**src/include/flip_pkg.sv**
```systemverilog
// Package for the four-level interrupt priority controller
// Operation
// - Six sources, four priority levels
// - Level equals upper bit then lower bit
// - Upper priority register, one bit per source
// - Vector when no equal/higher level active
// - Equal or lower requests wait for completion
// - Higher level preempts, nested service
// - Completion restores interrupted lower handler
// - Same level resolved by fixed polling order
// - Clear edge externals and timer0/1 flags
// - Enable register: global bit7, six enables
// - Upper priority register at fixed offset
package flip_pkg;
   localparam int NSRC = 6;
   localparam int NLVL = 4;
   localparam logic [7:0] OFS_IRQ_ENABLE = 8'hA8;
   localparam logic [7:0] OFS_PRIO_LOWER = 8'hB8;
   localparam logic [7:0] OFS_PRIO_UPPER = 8'hB7;
   localparam logic [7:0] OFS_FLAGS = 8'hC0;
   localparam logic [7:0] OFS_FLAG_CLEAR = 8'hC4;
   localparam logic [7:0] OFS_ACTIVE = 8'hC8;
   localparam logic [7:0] OFS_STATUS = 8'hD0;
   localparam logic [7:0] OFS_STAT_CLEAR = 8'hD4;
   localparam logic [7:0] OFS_STAT_ENABLE = 8'hD8;
   localparam int BIT_GLOBAL_EN = 7;
   localparam logic [7:0] IE_IMPL_MASK = 8'hBF;
   localparam logic [7:0] RESET_BYTE = 8'h00;
   localparam logic [1:0] RESP_OKAY = 2'h0;
   localparam logic [1:0] RESP_SLVERR = 2'h2;
   localparam logic [7:0] VEC_BASE = 8'h03;
   localparam logic [7:0] VEC_STEP = 8'h08;
   typedef struct packed {
      logic [7:0] irq_enable;
      logic [5:0] prio_lower;
      logic [5:0] prio_upper;
      logic [5:0] pend;
      logic [3:0] active;
      logic [2:0] stat;
      logic [2:0] stat_en;
      logic vec_valid;
      logic [2:0] vec_src;
      logic [7:0] vec_addr;
      logic aw_got;
      logic w_got;
      logic [7:0] aw_addr;
      logic [31:0] wdata;
      logic [3:0] wstrb;
      logic bvalid;
      logic [1:0] bresp;
      logic rvalid;
      logic [31:0] rdata;
      logic [1:0] rresp;
   } flip_state_s;
   function automatic logic [1:0] flip_level(input logic [5:0] up, input logic [5:0] lo,
                                             input int i);
      flip_level = {up[i], lo[i]};
   endfunction : flip_level
endpackage : flip_pkg

```
**src/rtl/flip_ctrl.sv**
```systemverilog
// Four-level nested interrupt controller with AXI4-Lite registers
//
// Chosen here: the AXI4-Lite interface to the registers.
`timescale 1ns/100ps
module flip_ctrl
   import flip_pkg::*;
(
   // Clock and reset
   input wire logic aclk,
   input wire logic aresetn,
   // AXI4-Lite slave
   input wire logic [9:0] s_axi_awaddr,
   input wire logic s_axi_awvalid,
   output logic s_axi_awready,
   input wire logic [31:0] s_axi_wdata,
   input wire logic [3:0] s_axi_wstrb,
   input wire logic s_axi_wvalid,
   output logic s_axi_wready,
   output logic [1:0] s_axi_bresp,
   output logic s_axi_bvalid,
   input wire logic s_axi_bready,
   input wire logic [9:0] s_axi_araddr,
   input wire logic s_axi_arvalid,
   output logic s_axi_arready,
   output logic [31:0] s_axi_rdata,
   output logic [1:0] s_axi_rresp,
   output logic s_axi_rvalid,
   input wire logic s_axi_rready,
   // Sources: one-cycle set pulses; ext level inputs pass straight through
   input wire logic ext0_request_flag,
   input wire logic ext0_edge_mode,
   input wire logic ext1_request_flag,
   input wire logic ext1_edge_mode,
   input wire logic timer0_overflow_flag,
   input wire logic timer1_overflow_flag,
   input wire logic receive_done_flag,
   input wire logic transmit_done_flag,
   input wire logic timer2_overflow_flag,
   input wire logic timer2_external_flag,
   // CPU core
   output logic vec_valid,
   output logic [7:0] vec_addr,
   output logic [2:0] vec_src,
   input wire logic vec_ack,
   input wire logic handler_done,
   // Interrupt output
   output logic irq
);
   flip_state_s st_reg, st_next;
   logic [5:0] raw_set, req, level_flags;
   logic [5:0] clr_hw;
   logic wr_fire, rd_fire, aw_hs, w_hs;
   logic [1:0] best_lvl, act_lvl;
   logic best_any, preempt_ok;
   logic [2:0] best_src;
   logic [31:0] rd_word;
   logic rd_ok;
   logic [7:0] be0;
   logic [1:0] take_lvl;

   // Set inputs; serial and timer 2 each merge two flags
   always_comb
   begin
      raw_set = {timer2_overflow_flag | timer2_external_flag,
                 receive_done_flag | transmit_done_flag,
                 timer1_overflow_flag, ext1_request_flag,
                 timer0_overflow_flag, ext0_request_flag};
      // Level-triggered externals add the pin on top of the latched flag
      level_flags = {3'b000, ~ext1_edge_mode & ext1_request_flag, 1'b0,
                     ~ext0_edge_mode & ext0_request_flag};
   end

   // Gating and arbitration
   always_comb
   begin
      req = (st_reg.pend | level_flags) & st_reg.irq_enable[5:0]
            & {NSRC{st_reg.irq_enable[BIT_GLOBAL_EN]}};
      best_any = 1'b0;
      best_lvl = 2'd0;
      best_src = 3'd0;
      // Ascending scan with strict compare keeps the earliest source on ties
      for (int i = 0; i < NSRC; i++)
      begin
         if (req[i] && (!best_any || flip_level(st_reg.prio_upper, st_reg.prio_lower, i)
             > best_lvl))
         begin
            best_any = 1'b1;
            best_lvl = flip_level(st_reg.prio_upper, st_reg.prio_lower, i);
            best_src = 3'(i);
         end
      end
      act_lvl = 2'd0;
      for (int l = 0; l < NLVL; l++)
      begin
         if (st_reg.active[l])
         begin
            act_lvl = 2'(l);
         end
      end
      // Equal or lower waits; higher preempts
      preempt_ok = best_any
                   && (st_reg.active == 4'h0 || best_lvl > act_lvl);
   end

   assign aw_hs = s_axi_awvalid && !st_reg.aw_got;
   assign w_hs = s_axi_wvalid && !st_reg.w_got;
   assign wr_fire = (st_reg.aw_got || aw_hs) && (st_reg.w_got || w_hs) && !st_reg.bvalid;
   assign rd_fire = s_axi_arvalid && !st_reg.rvalid;
   assign be0 = {8{st_reg.wstrb[0] | (w_hs & s_axi_wstrb[0])}};
   assign take_lvl = flip_level(st_reg.prio_upper, st_reg.prio_lower, int'(st_reg.vec_src));

   // Read mux
   always_comb
   begin
      rd_word = 32'h0000_0000;
      rd_ok = 1'b1;
      // Word index; address bits 1:0 are ignored
      unique case (s_axi_araddr[9:2])
         OFS_IRQ_ENABLE: rd_word[7:0] = st_reg.irq_enable & IE_IMPL_MASK;
         OFS_PRIO_LOWER: rd_word[5:0] = st_reg.prio_lower;
         OFS_PRIO_UPPER: rd_word[5:0] = st_reg.prio_upper;
         OFS_FLAGS: rd_word[5:0] = st_reg.pend | level_flags;
         OFS_ACTIVE: rd_word[3:0] = st_reg.active;
         OFS_STATUS: rd_word[2:0] = st_reg.stat;
         OFS_STAT_ENABLE: rd_word[2:0] = st_reg.stat_en;
         default: rd_ok = 1'b0;
      endcase
   end

   always_comb
   begin
      logic [7:0] wa;
      logic [31:0] wd;
      logic [5:0] sw_clr;
      logic [2:0] ev, st_clr;
      st_next = st_reg;
      wa = aw_hs ? s_axi_awaddr[9:2] : st_reg.aw_addr;
      wd = w_hs ? s_axi_wdata : st_reg.wdata;
      sw_clr = 6'b000000;
      st_clr = 3'b000;
      clr_hw = 6'b000000;
      ev = 3'b000;
      if (aw_hs)
      begin
         st_next.aw_got = 1'b1;
         st_next.aw_addr = s_axi_awaddr[9:2];
      end
      if (w_hs)
      begin
         st_next.w_got = 1'b1;
         st_next.wdata = s_axi_wdata;
         st_next.wstrb = s_axi_wstrb;
      end
      if (wr_fire)
      begin
         st_next.aw_got = 1'b0;
         st_next.w_got = 1'b0;
         st_next.bvalid = 1'b1;
         st_next.bresp = RESP_OKAY;
         unique case (wa)
            OFS_IRQ_ENABLE: st_next.irq_enable = (wd[7:0] & IE_IMPL_MASK & be0)
                                                 | (st_reg.irq_enable & ~be0);
            OFS_PRIO_LOWER: st_next.prio_lower = (wd[5:0] & be0[5:0])
                                                 | (st_reg.prio_lower & ~be0[5:0]);
            OFS_PRIO_UPPER: st_next.prio_upper = (wd[5:0] & be0[5:0])
                                                 | (st_reg.prio_upper & ~be0[5:0]);
            OFS_FLAG_CLEAR: sw_clr = wd[5:0] & be0[5:0];
            OFS_STAT_CLEAR: st_clr = wd[2:0] & be0[2:0];
            OFS_STAT_ENABLE: st_next.stat_en = (wd[2:0] & be0[2:0])
                                               | (st_reg.stat_en & ~be0[2:0]);
            default: st_next.bresp = RESP_SLVERR;
         endcase
      end
      if (st_reg.bvalid && s_axi_bready)
      begin
         st_next.bvalid = 1'b0;
      end
      if (rd_fire)
      begin
         st_next.rvalid = 1'b1;
         st_next.rdata = rd_word;
         st_next.rresp = rd_ok ? RESP_OKAY : RESP_SLVERR;
      end
      else if (st_reg.rvalid && s_axi_rready)
      begin
         st_next.rvalid = 1'b0;
      end
      // Vector offer stands until the core acknowledges it
      if (st_reg.vec_valid && vec_ack)
      begin
         st_next.vec_valid = 1'b0;
         st_next.active[take_lvl] = 1'b1;
         clr_hw[0] = (st_reg.vec_src == 3'd0) && ext0_edge_mode;
         clr_hw[1] = (st_reg.vec_src == 3'd1);
         clr_hw[2] = (st_reg.vec_src == 3'd2) && ext1_edge_mode;
         clr_hw[3] = (st_reg.vec_src == 3'd3);
         ev[0] = 1'b1;
      end
      else if (!st_reg.vec_valid && preempt_ok && !handler_done)
      begin
         st_next.vec_valid = 1'b1;
         st_next.vec_src = best_src;
         st_next.vec_addr = 8'(VEC_BASE + 8'(best_src) * VEC_STEP);
      end
      // Done retires only the highest level, uncovering the preempted one
      if (handler_done && st_reg.active != 4'h0)
      begin
         st_next.active[act_lvl] = 1'b0;
         ev[1] = 1'b1;
      end
      else if (handler_done)
      begin
         ev[2] = 1'b1;
      end
      // Hardware set wins over any clear in the same cycle
      st_next.pend = (st_reg.pend & ~sw_clr & ~clr_hw) | raw_set;
      st_next.stat = (st_reg.stat & ~st_clr) | ev;
   end

   always_ff @(posedge aclk)
   begin
      if (!aresetn)
      begin
         st_reg <= '0;
      end
      else
      begin
         st_reg <= st_next;
      end
   end

   assign s_axi_awready = !st_reg.aw_got;
   assign s_axi_wready = !st_reg.w_got;
   assign s_axi_bvalid = st_reg.bvalid;
   assign s_axi_bresp = st_reg.bresp;
   assign s_axi_arready = !st_reg.rvalid;
   assign s_axi_rvalid = st_reg.rvalid;
   assign s_axi_rdata = st_reg.rdata;
   assign s_axi_rresp = st_reg.rresp;
   assign vec_valid = st_reg.vec_valid;
   assign vec_addr = st_reg.vec_addr;
   assign vec_src = st_reg.vec_src;
   assign irq = |(st_reg.stat & st_reg.stat_en);
endmodule : flip_ctrl

```
**config.mk**
```make
export PLATFORM = sky130hd
export DESIGN_NAME = flip_ctrl
export DESIGN_NICKNAME = d
export VERILOG_FILES = /design/src/include/flip_pkg.sv /design/src/rtl/flip_ctrl.sv
export SDC_FILE = /design/constraint.sdc
export NUM_CORES = 1
export LEC_CHECK = 0
export BUFFER_PORTS_ARGS = -buffer_cell sky130_fd_sc_hd__buf_2
export CELL_PAD_IN_SITES_DETAIL_PLACEMENT = 1
export CELL_PAD_IN_SITES_GLOBAL_PLACEMENT = 2
export CORE_MARGIN = 3
export CORE_UTILIZATION = 30
export DETAILED_ROUTE_END_ITERATION = 7
export PLACE_DENSITY_LB_ADDON = 0.1
export SYNTH_ARGS = -nofsm -noshare
export SYNTH_HDL_FRONTEND = slang
export SYNTH_SLANG_ARGS = --single-unit
```
**constraint.sdc**
```tcl
create_clock -name aclk -period 9.7 [get_ports aclk]
set_input_delay 1.94 -clock aclk [delete_from_list [all_inputs] [get_ports aclk]]
set_output_delay 1.94 -clock aclk [all_outputs]
set_load 0.005 [all_outputs]
```
==> summary.txt, run 1 <==
Global routing
  • Total global routing overflow: 0
  • Total track usage: between 10% and 20%
  • Pin count of the biggest net entering global routing: 31
  • First-pass GRT wire length: 21,600 um
  • Vias in the first global route: 4,023
  • Initial antenna violation count: 0

Pwr
  • Combinational share of power: 10.1%
  • Pwr/cell area: 140 mW/mm^2
  • Max VDD drop: 77.5 uV
  • Seq pwr share: 42.3%
  • Static Leakage: 2.09 nW
  • Clock power frac: a little under half
  • P_sw: 0.185 mW
  • Pint: 0.521 mW
  • Sw Ratio: between 20% and 30%

Status
  • Status: complete, no violations

Yosys
  • Cell Area, Synth: 0.00432 sq mm
  • Post-synth top area share: 32.0%
  • Cells after Synth: 515
  • Syn_area_per_cell: 8.39 sq um
  • YS warnings: 0
  • Sequential share of the synthesized area: 32.0%
  • Synth area leaders: dfxtp_1 (32%), buf_4 (8.2%), a21oi_1 (4.4%)
  • Count of cell types in the netlist: 70
  • Dominant synthesized flop cell: dfxtp_1
  • Post-synth EDFFs: 0
  • FFs w/ async S/R, synth: 0%
  • Number of synthesized register bits: 69
  • Yosys top cell by area: dfxtp_1

CTS
  • CTS Sinks: approximately 70
  • CTS buffer count: 9
  • Clk buf depth: 2
  • Clock slew seen by the registers of the worst setup and hold paths: 0.06 ns
  • Root Driver: clkbuf_16
  • Clk Latency, worst-skew pair: 0.34 ns
  • CTS tree: yes
  • H-Tree Depth: 3

Detailed routing
  • DRT iter0 DRCs: 167
  • DRC errors left: 0
  • WL final: 13,500 um
  • Via count: around 3.9k
  • Drt wl/cell: 17.7 um
  • Antenna viol nets, final: 0
  • Vias per cell: 5.14
  • Pre-antenna DRT Iters: 4

Worst hold path
  • Min-Delay Path Class: flop to flop

Placed design
  • GP Congestion: 0.898
  • DP Worst Slack: -0.0460 ns
  • IO Port Bufs: 66
  • Sum of net half-perimeters after detailed placement: 10,600 um

Worst setup path
  • CP max FO: 5
  • CP required: a little under 10 ns
  • Critical Path Sink Type: flop
  • Worst Path Buf+Inv: 3
  • Delay-heaviest family, CP: compound AO/OA/AOI/OAI gates
  • Nature of the critical path startpoint: input port
  • Crit path arrival time: 9.35 ns
  • Critical path type: input port to flop
  • CP peak stage delay: slightly above 0.3 ns
  • Slowest library cell on the worst path: ha_1

Floorplanning
  • Die X: 126 um
  • Initial Utilization: 30.9%
  • Die area: between 0.015 and 0.02 sq mm
  • Vert. Die Dim: 126 um
  • Core area: 0.0140 sq mm
  • IO Pins: approximately 130
  • Placement Rows: 43

STA
  • Min Tclk post-route: 9.11 ns
  • Worst-Margin Slew: 0.828 ns
  • Maximum clock rate: roughly 0.11 GHz
  • Slew Limit Fails: 0
  • Fin crit share: 94.0%
  • Post-route setup slack: approximately 0.59 ns
  • Relative slew slack: 43.2%
  • WHS: 0.458 ns
  • Final setup fails: 0
  • Final Hold Viols: 0
  • Worst Skew: 0.00757 ns

Layout
  • Util after Layout: 36.0%
  • Commonest cells after routing, fill and taps aside: dfxtp_1 (69), buf_2 (66), nor2_1 (48), nand2_1 (44), a21oi_1 (35)
  • # nets final: around 660
  • Commonest non-fill, non-tap cell in the layout: dfxtp_1
  • Layout cell share with drive strength beyond 1: 24.1%
  • Number of diodes: 0
  • Area Overhead vs Synth: 16.5%

Run
  • Maxcap violations: 0
## final cells by class
class | instances | area (sq um)
clock buffer | 9 | 225
clock inverter | 7 | 73.8
fill | 1705 | 8950
inverter | 21 | 78.8
multi-input combinational | 389 | 2570
sequential | 69 | 1380
tap | 180 | 225
timing repair buffer | 86 | 480
## power groups by stage
stage | clock (mW) | combinational, mW | sequential [mW]
6_report | 0.336 | 0.0714 | 0.299
5_1_grt | 0.359 | 0.0804 | 0.300
4_1_cts | 0.350 | 0.0724 | 0.299
3_5_place_dp | 0 | 0.0720 | 0.305
3_3_place_gp | 0 | 0.0705 | 0.305
2_1_floorplan | 0 | 0.0579 | 0.303
## worst min-delay path, cell delays in order (launching register included)
cell and delay, ns:
dfxtp_1 0.32, nand2_1 0.05, o21ai_0 0.06
## what timing repair did
action / CTS / global route
hold buffers: 0 / 0
buffers inserted: 0 / 4
endpoints found under the setup margin: 0 / 5
resized for setup: 0 / 12
## routing by layer
| metal | wire length [um] | track usage, % | vias up |
|---|---|---|---|
| met3 | 662 | 3.48 | 20 |
| met5 | 0 | 0 | - |
| met1 | 6160 | 23.1 | 1884 |
| li1 | - | - | 1905 |
| met4 | 299 | 6.62 | 0 |
| met2 | 6330 | 27.4 | 99 |
## per-stage QoR
step	area, sq um	total power [mW]	TNS [ns]	std cells
detailed placement	4660	0.377	-0.127	741
floorplan	4430	0.361	0	544
global placement	4660	0.375	0	741
finish	5040	0.706	0	761
CTS	4960	0.721	0	757
global route	5040	0.740	-0.123	761
## cell usage after synthesis, types with 6 or more instances
cell type / count
dfxtp_1: 69
nor2_1: 48
buf_4: 47
nand2_1: 44
a21oi_1: 38
nor2b_1: 25
inv_1: 21
o21ai_0: 18
mux2i_1: 13
ha_1: 12
nor3_1: 12
clkbuf_1: 10
nand3_1: 10
a22oi_1: 9
o21a_1: 9
and2_1: 8
mux2_2: 8
a211oi_1: 6
a221oi_1: 6
nor3b_1: 6
o22ai_1: 6
## logic make-up (layout without fill, tap and decap cells)
kind of cell,after synthesis,in the layout,synth area share (%)
flip-flops,69,69,32.0
other,1,30,0.0867
AND/OR/NAND/NOR,183,183,22.8
buffers and inverters,86,123,12.2
AO/OA/AOI/OAI,139,139,22.7
multiplexers,25,25,6.80
adder cells (fa/ha/maj),12,12,3.47
## path summary, 6_finish.rpt
check                                                 start                           to  slack (ns)  depth (start not counted)
worst max-delay path                         ext0_edge_mode      vec_src[2]$_SDFFE_PN0P_        0.59                         40
worst max register to register                         flop      vec_src[2]$_SDFFE_PN0P_        1.70                         39
worst min-delay path            s_axi_rdata[0]$_SDFFE_PN0P_  s_axi_rdata[0]$_SDFFE_PN0P_        0.46                          2
worst min register to register  s_axi_rdata[0]$_SDFFE_PN0P_  s_axi_rdata[0]$_SDFFE_PN0P_        0.46                          2
Power figures use the tool's default switching activity.
==> run 2: changes to the inputs <==
--- a/config.mk
+++ b/config.mk
@@ -5,7 +5,7 @@
 export SDC_FILE = /design/constraint.sdc
 export NUM_CORES = 1
 export LEC_CHECK = 0
-export BUFFER_PORTS_ARGS = -buffer_cell sky130_fd_sc_hd__buf_2
+export BUFFER_PORTS_ARGS = -buffer_cell sky130_fd_sc_hd__clkbuf_2
 export CELL_PAD_IN_SITES_DETAIL_PLACEMENT = 1
 export CELL_PAD_IN_SITES_GLOBAL_PLACEMENT = 2
 export CORE_MARGIN = 3
==> summary.txt, run 2 (synthesis results as in run 1) <==
Pwr
  • Static Leakage: 2.07 nW (-0.87%)
  • Pwr/cell area: 141 mW/mm^2 (+0.71%)
  • Max VDD drop: 83.9 uV (+8.3%)

Floorplanning
  • Die area: 0.0159 sq mm (unchanged)
  • Core area: 0.0140 sq mm (unchanged)
  • Placement Rows: 43 (unchanged)
  • Die X: 126 um (unchanged)
  • Initial Utilization: 30.9% (unchanged)
  • IO Pins: 129 (unchanged)
  • Vert. Die Dim: 126 um (unchanged)

Global routing
  • Pin count of the biggest net entering global routing: 31 (unchanged)
  • Total global routing overflow: 0 (unchanged)
  • Initial antenna violation count: 0 (unchanged)
  • Vias in the first global route: 3,887 (-3.4%)
  • Global route hottest layer: met2
  • GR Layer Usage met2: 26.8% (-0.66 points)
  • First-pass GRT wire length: 21,200 um (-2.0%)
  • Met1 usage: 23.1% (-0.064 points)
  • GR Util met3: 2.97% (-0.51 points)
  • Total track usage: 17.0% (-0.29 points)

Worst setup path
  • Worst R2R Setup Slack: 1.64 ns (-0.06 ns)
  • Critical Path Sink Type: flop
  • R2r endpoint: vec_src[2]$_SDFFE_PN0P_
  • CP endpoint: vec_src[2]$_SDFFE_PN0P_
  • CP peak stage delay: 0.34 ns (+0.03 ns)
  • CP required: 9.94 ns (about the same)
  • Slowest library cell on the worst path: a31oi_1
  • R2R cell count: 40 (+2.6%)
  • Crit. Startpoint: ext0_edge_mode
  • CP max FO: 5 (unchanged)
  • Critical path type: input port to flop
  • Crit path arrival time: 9.42 ns (+0.07 ns)
  • Nature of the critical path startpoint: input port

Layout
  • Register area: 0.00138 sq mm (unchanged)
  • Commonest cells after routing, fill and taps aside: dfxtp_1 (69), clkbuf_2 (66), nor2_1 (48), nand2_1 (44), a21oi_1 (35)
  • Layout cell share with drive strength beyond 1: 23.3% (-0.82 points)
  • Area Overhead vs Synth: 15.9%
  • Layout fillers: 1,691 (-0.82%)
  • Number of diodes: 0 (unchanged)
  • Area taken by multi-input logic gates: 0.00255 sq mm (-0.92%)
  • # nets final: 662 (-0.15%)
  • Commonest non-fill, non-tap cell in the layout: dfxtp_1
  • Fin cells: 760 (-0.13%)

STA
  • WHS: 0.461 ns (+0.00300 ns)
  • Relative slew slack: 41.0% (-2.2 points)
  • Post-route setup slack: 0.520 ns (-0.0652 ns)
  • Slew Limit Fails: 0 (unchanged)
  • Final setup fails: 0 (unchanged)
  • Maximum clock rate: 0.109 GHz (-0.71%)
  • Worst-Margin Slew: 0.860 ns (+0.0324 ns)
  • Fin crit share: 94.6% (+0.67 points)
  • Min Tclk post-route: 9.18 ns (+0.0652 ns)
  • Worst Skew: 0.00805 ns (+0.000475 ns)
  • Final Hold Viols: 0 (unchanged)

Detailed routing
  • Vias per cell: 5.11 (-0.41%)
  • Via count: 3,887 (-0.54%)
  • Pre-antenna DRT Iters: 4 (unchanged)
  • DRC errors left: 0 (unchanged)
  • Drt wl/cell: 17.7 um (+0.26%)
  • WL final: 13,500 um (+0.13%)
  • Antenna viol nets, final: 0 (unchanged)
  • DRT iter0 DRCs: 255 (+53%)

Status
  • Status: complete, no violations

Run
  • Maxcap violations: 0 (unchanged)

CTS
  • Clock slew seen by the registers of the worst setup and hold paths: 0.06 ns (about the same)
  • CTS tree: yes
  • CTS Sinks: 69 (unchanged)
  • CTS buffer count: 9 (unchanged)
  • Clk buf depth: 2 (unchanged)
  • Root Driver: clkbuf_16
  • # hold bufs at CTS: 0 (unchanged)
  • Clk Latency, worst-skew pair: 0.34 ns (about the same)
  • H-Tree Depth: 3 (unchanged)

Placed design
  • IO Port Bufs: 66 (unchanged)
  • DP Worst Slack: -0.0635 ns (-0.0175 ns)
  • Sum of net half-perimeters after detailed placement: 10,500 um (-0.19%)
  • GP Congestion: 0.901 (+0.36%)
  • Placed cell count: 741 (unchanged)

Worst hold path
  • Min-Delay Path Class: flop to flop
[run 2: stage by stage]
stage	power (mW)	util, %	cell area (sq um)	TNS [ns]
finish	0.707	35.8	5010	0
global route	0.741	35.8	5010	-0.280
CTS	0.719	35.5	4960	0
detailed placement	0.377	33.3	4660	-0.204
global placement	0.375	33.3	4660	0
floorplan	0.361	-	4430	0
[run 2: cell type report]
| cell class | count | share of cell area, % |
|---|---|---|
| multi-input combinational | 389 | 50.9 |
| sequential | 69 | 27.6 |
| timing repair buffer | 85 | 9.44 |
| clock buffer | 11 | 4.85 |
| tap | 180 | 4.50 |
| inverter | 21 | 1.57 |
| clock inverter | 5 | 1.20 |
[run 2: worst max-delay path, delay by kind of cell]
family | cells | cell delay (ns)
buffers and inverters | 3 | 0.40
and+or+nand+nor | 8 | 1.11
adders and majority gates | 6 | 1.73
AOI/OAI and AO/OA | 24 | 4.23
[run 2: worst min-delay path by stage]
| stage | depth (start not counted) | slack, ns | start | to |
|---|---|---|---|---|
| floorplan | 2 | 0.43 | s_axi_rdata[0]$_SDFFE_PN0P_ | s_axi_rdata[0]$_SDFFE_PN0P_ |
| global placement | 2 | 0.44 | s_axi_rdata[0]$_SDFFE_PN0P_ | s_axi_rdata[0]$_SDFFE_PN0P_ |
| detailed placement | 2 | 0.46 | s_axi_rdata[1]$_SDFFE_PN0P_ | s_axi_rdata[1]$_SDFFE_PN0P_ |
| CTS | 2 | 0.47 | s_axi_rdata[1]$_SDFFE_PN0P_ | s_axi_rdata[1]$_SDFFE_PN0P_ |
| global route | 2 | 0.49 | st_reg[75]$_SDFF_PN0_ | st_reg[75]$_SDFF_PN0_ |
| finish | 2 | 0.46 | s_axi_rdata[1]$_SDFFE_PN0P_ | s_axi_rdata[1]$_SDFFE_PN0P_ |
[run 2: metal layers]
| metal | wire (um) | part of all wire (%) |
|---|---|---|
| met5 | 0 | 0 |
| met4 | 306 | 2.3 |
| met3 | 772 | 5.7 |
| met2 | 6220 | 46 |
| met1 | 6170 | 46 |
[run 2: where the power goes]
part | switching, mW | leakage (nW) | internal (mW) | total (mW)
Combinational | 0.0438 | 1.37 | 0.0278 | 0.0716
Clock | 0.130 | 0.146 | 0.206 | 0.337
Sequential | 0.00638 | 0.563 | 0.293 | 0.299
[run 2: timing repair]
item                       CTS  global route
setup endpoints to repair    0             5
buffers inserted             0             3
gates resized for setup      0             8
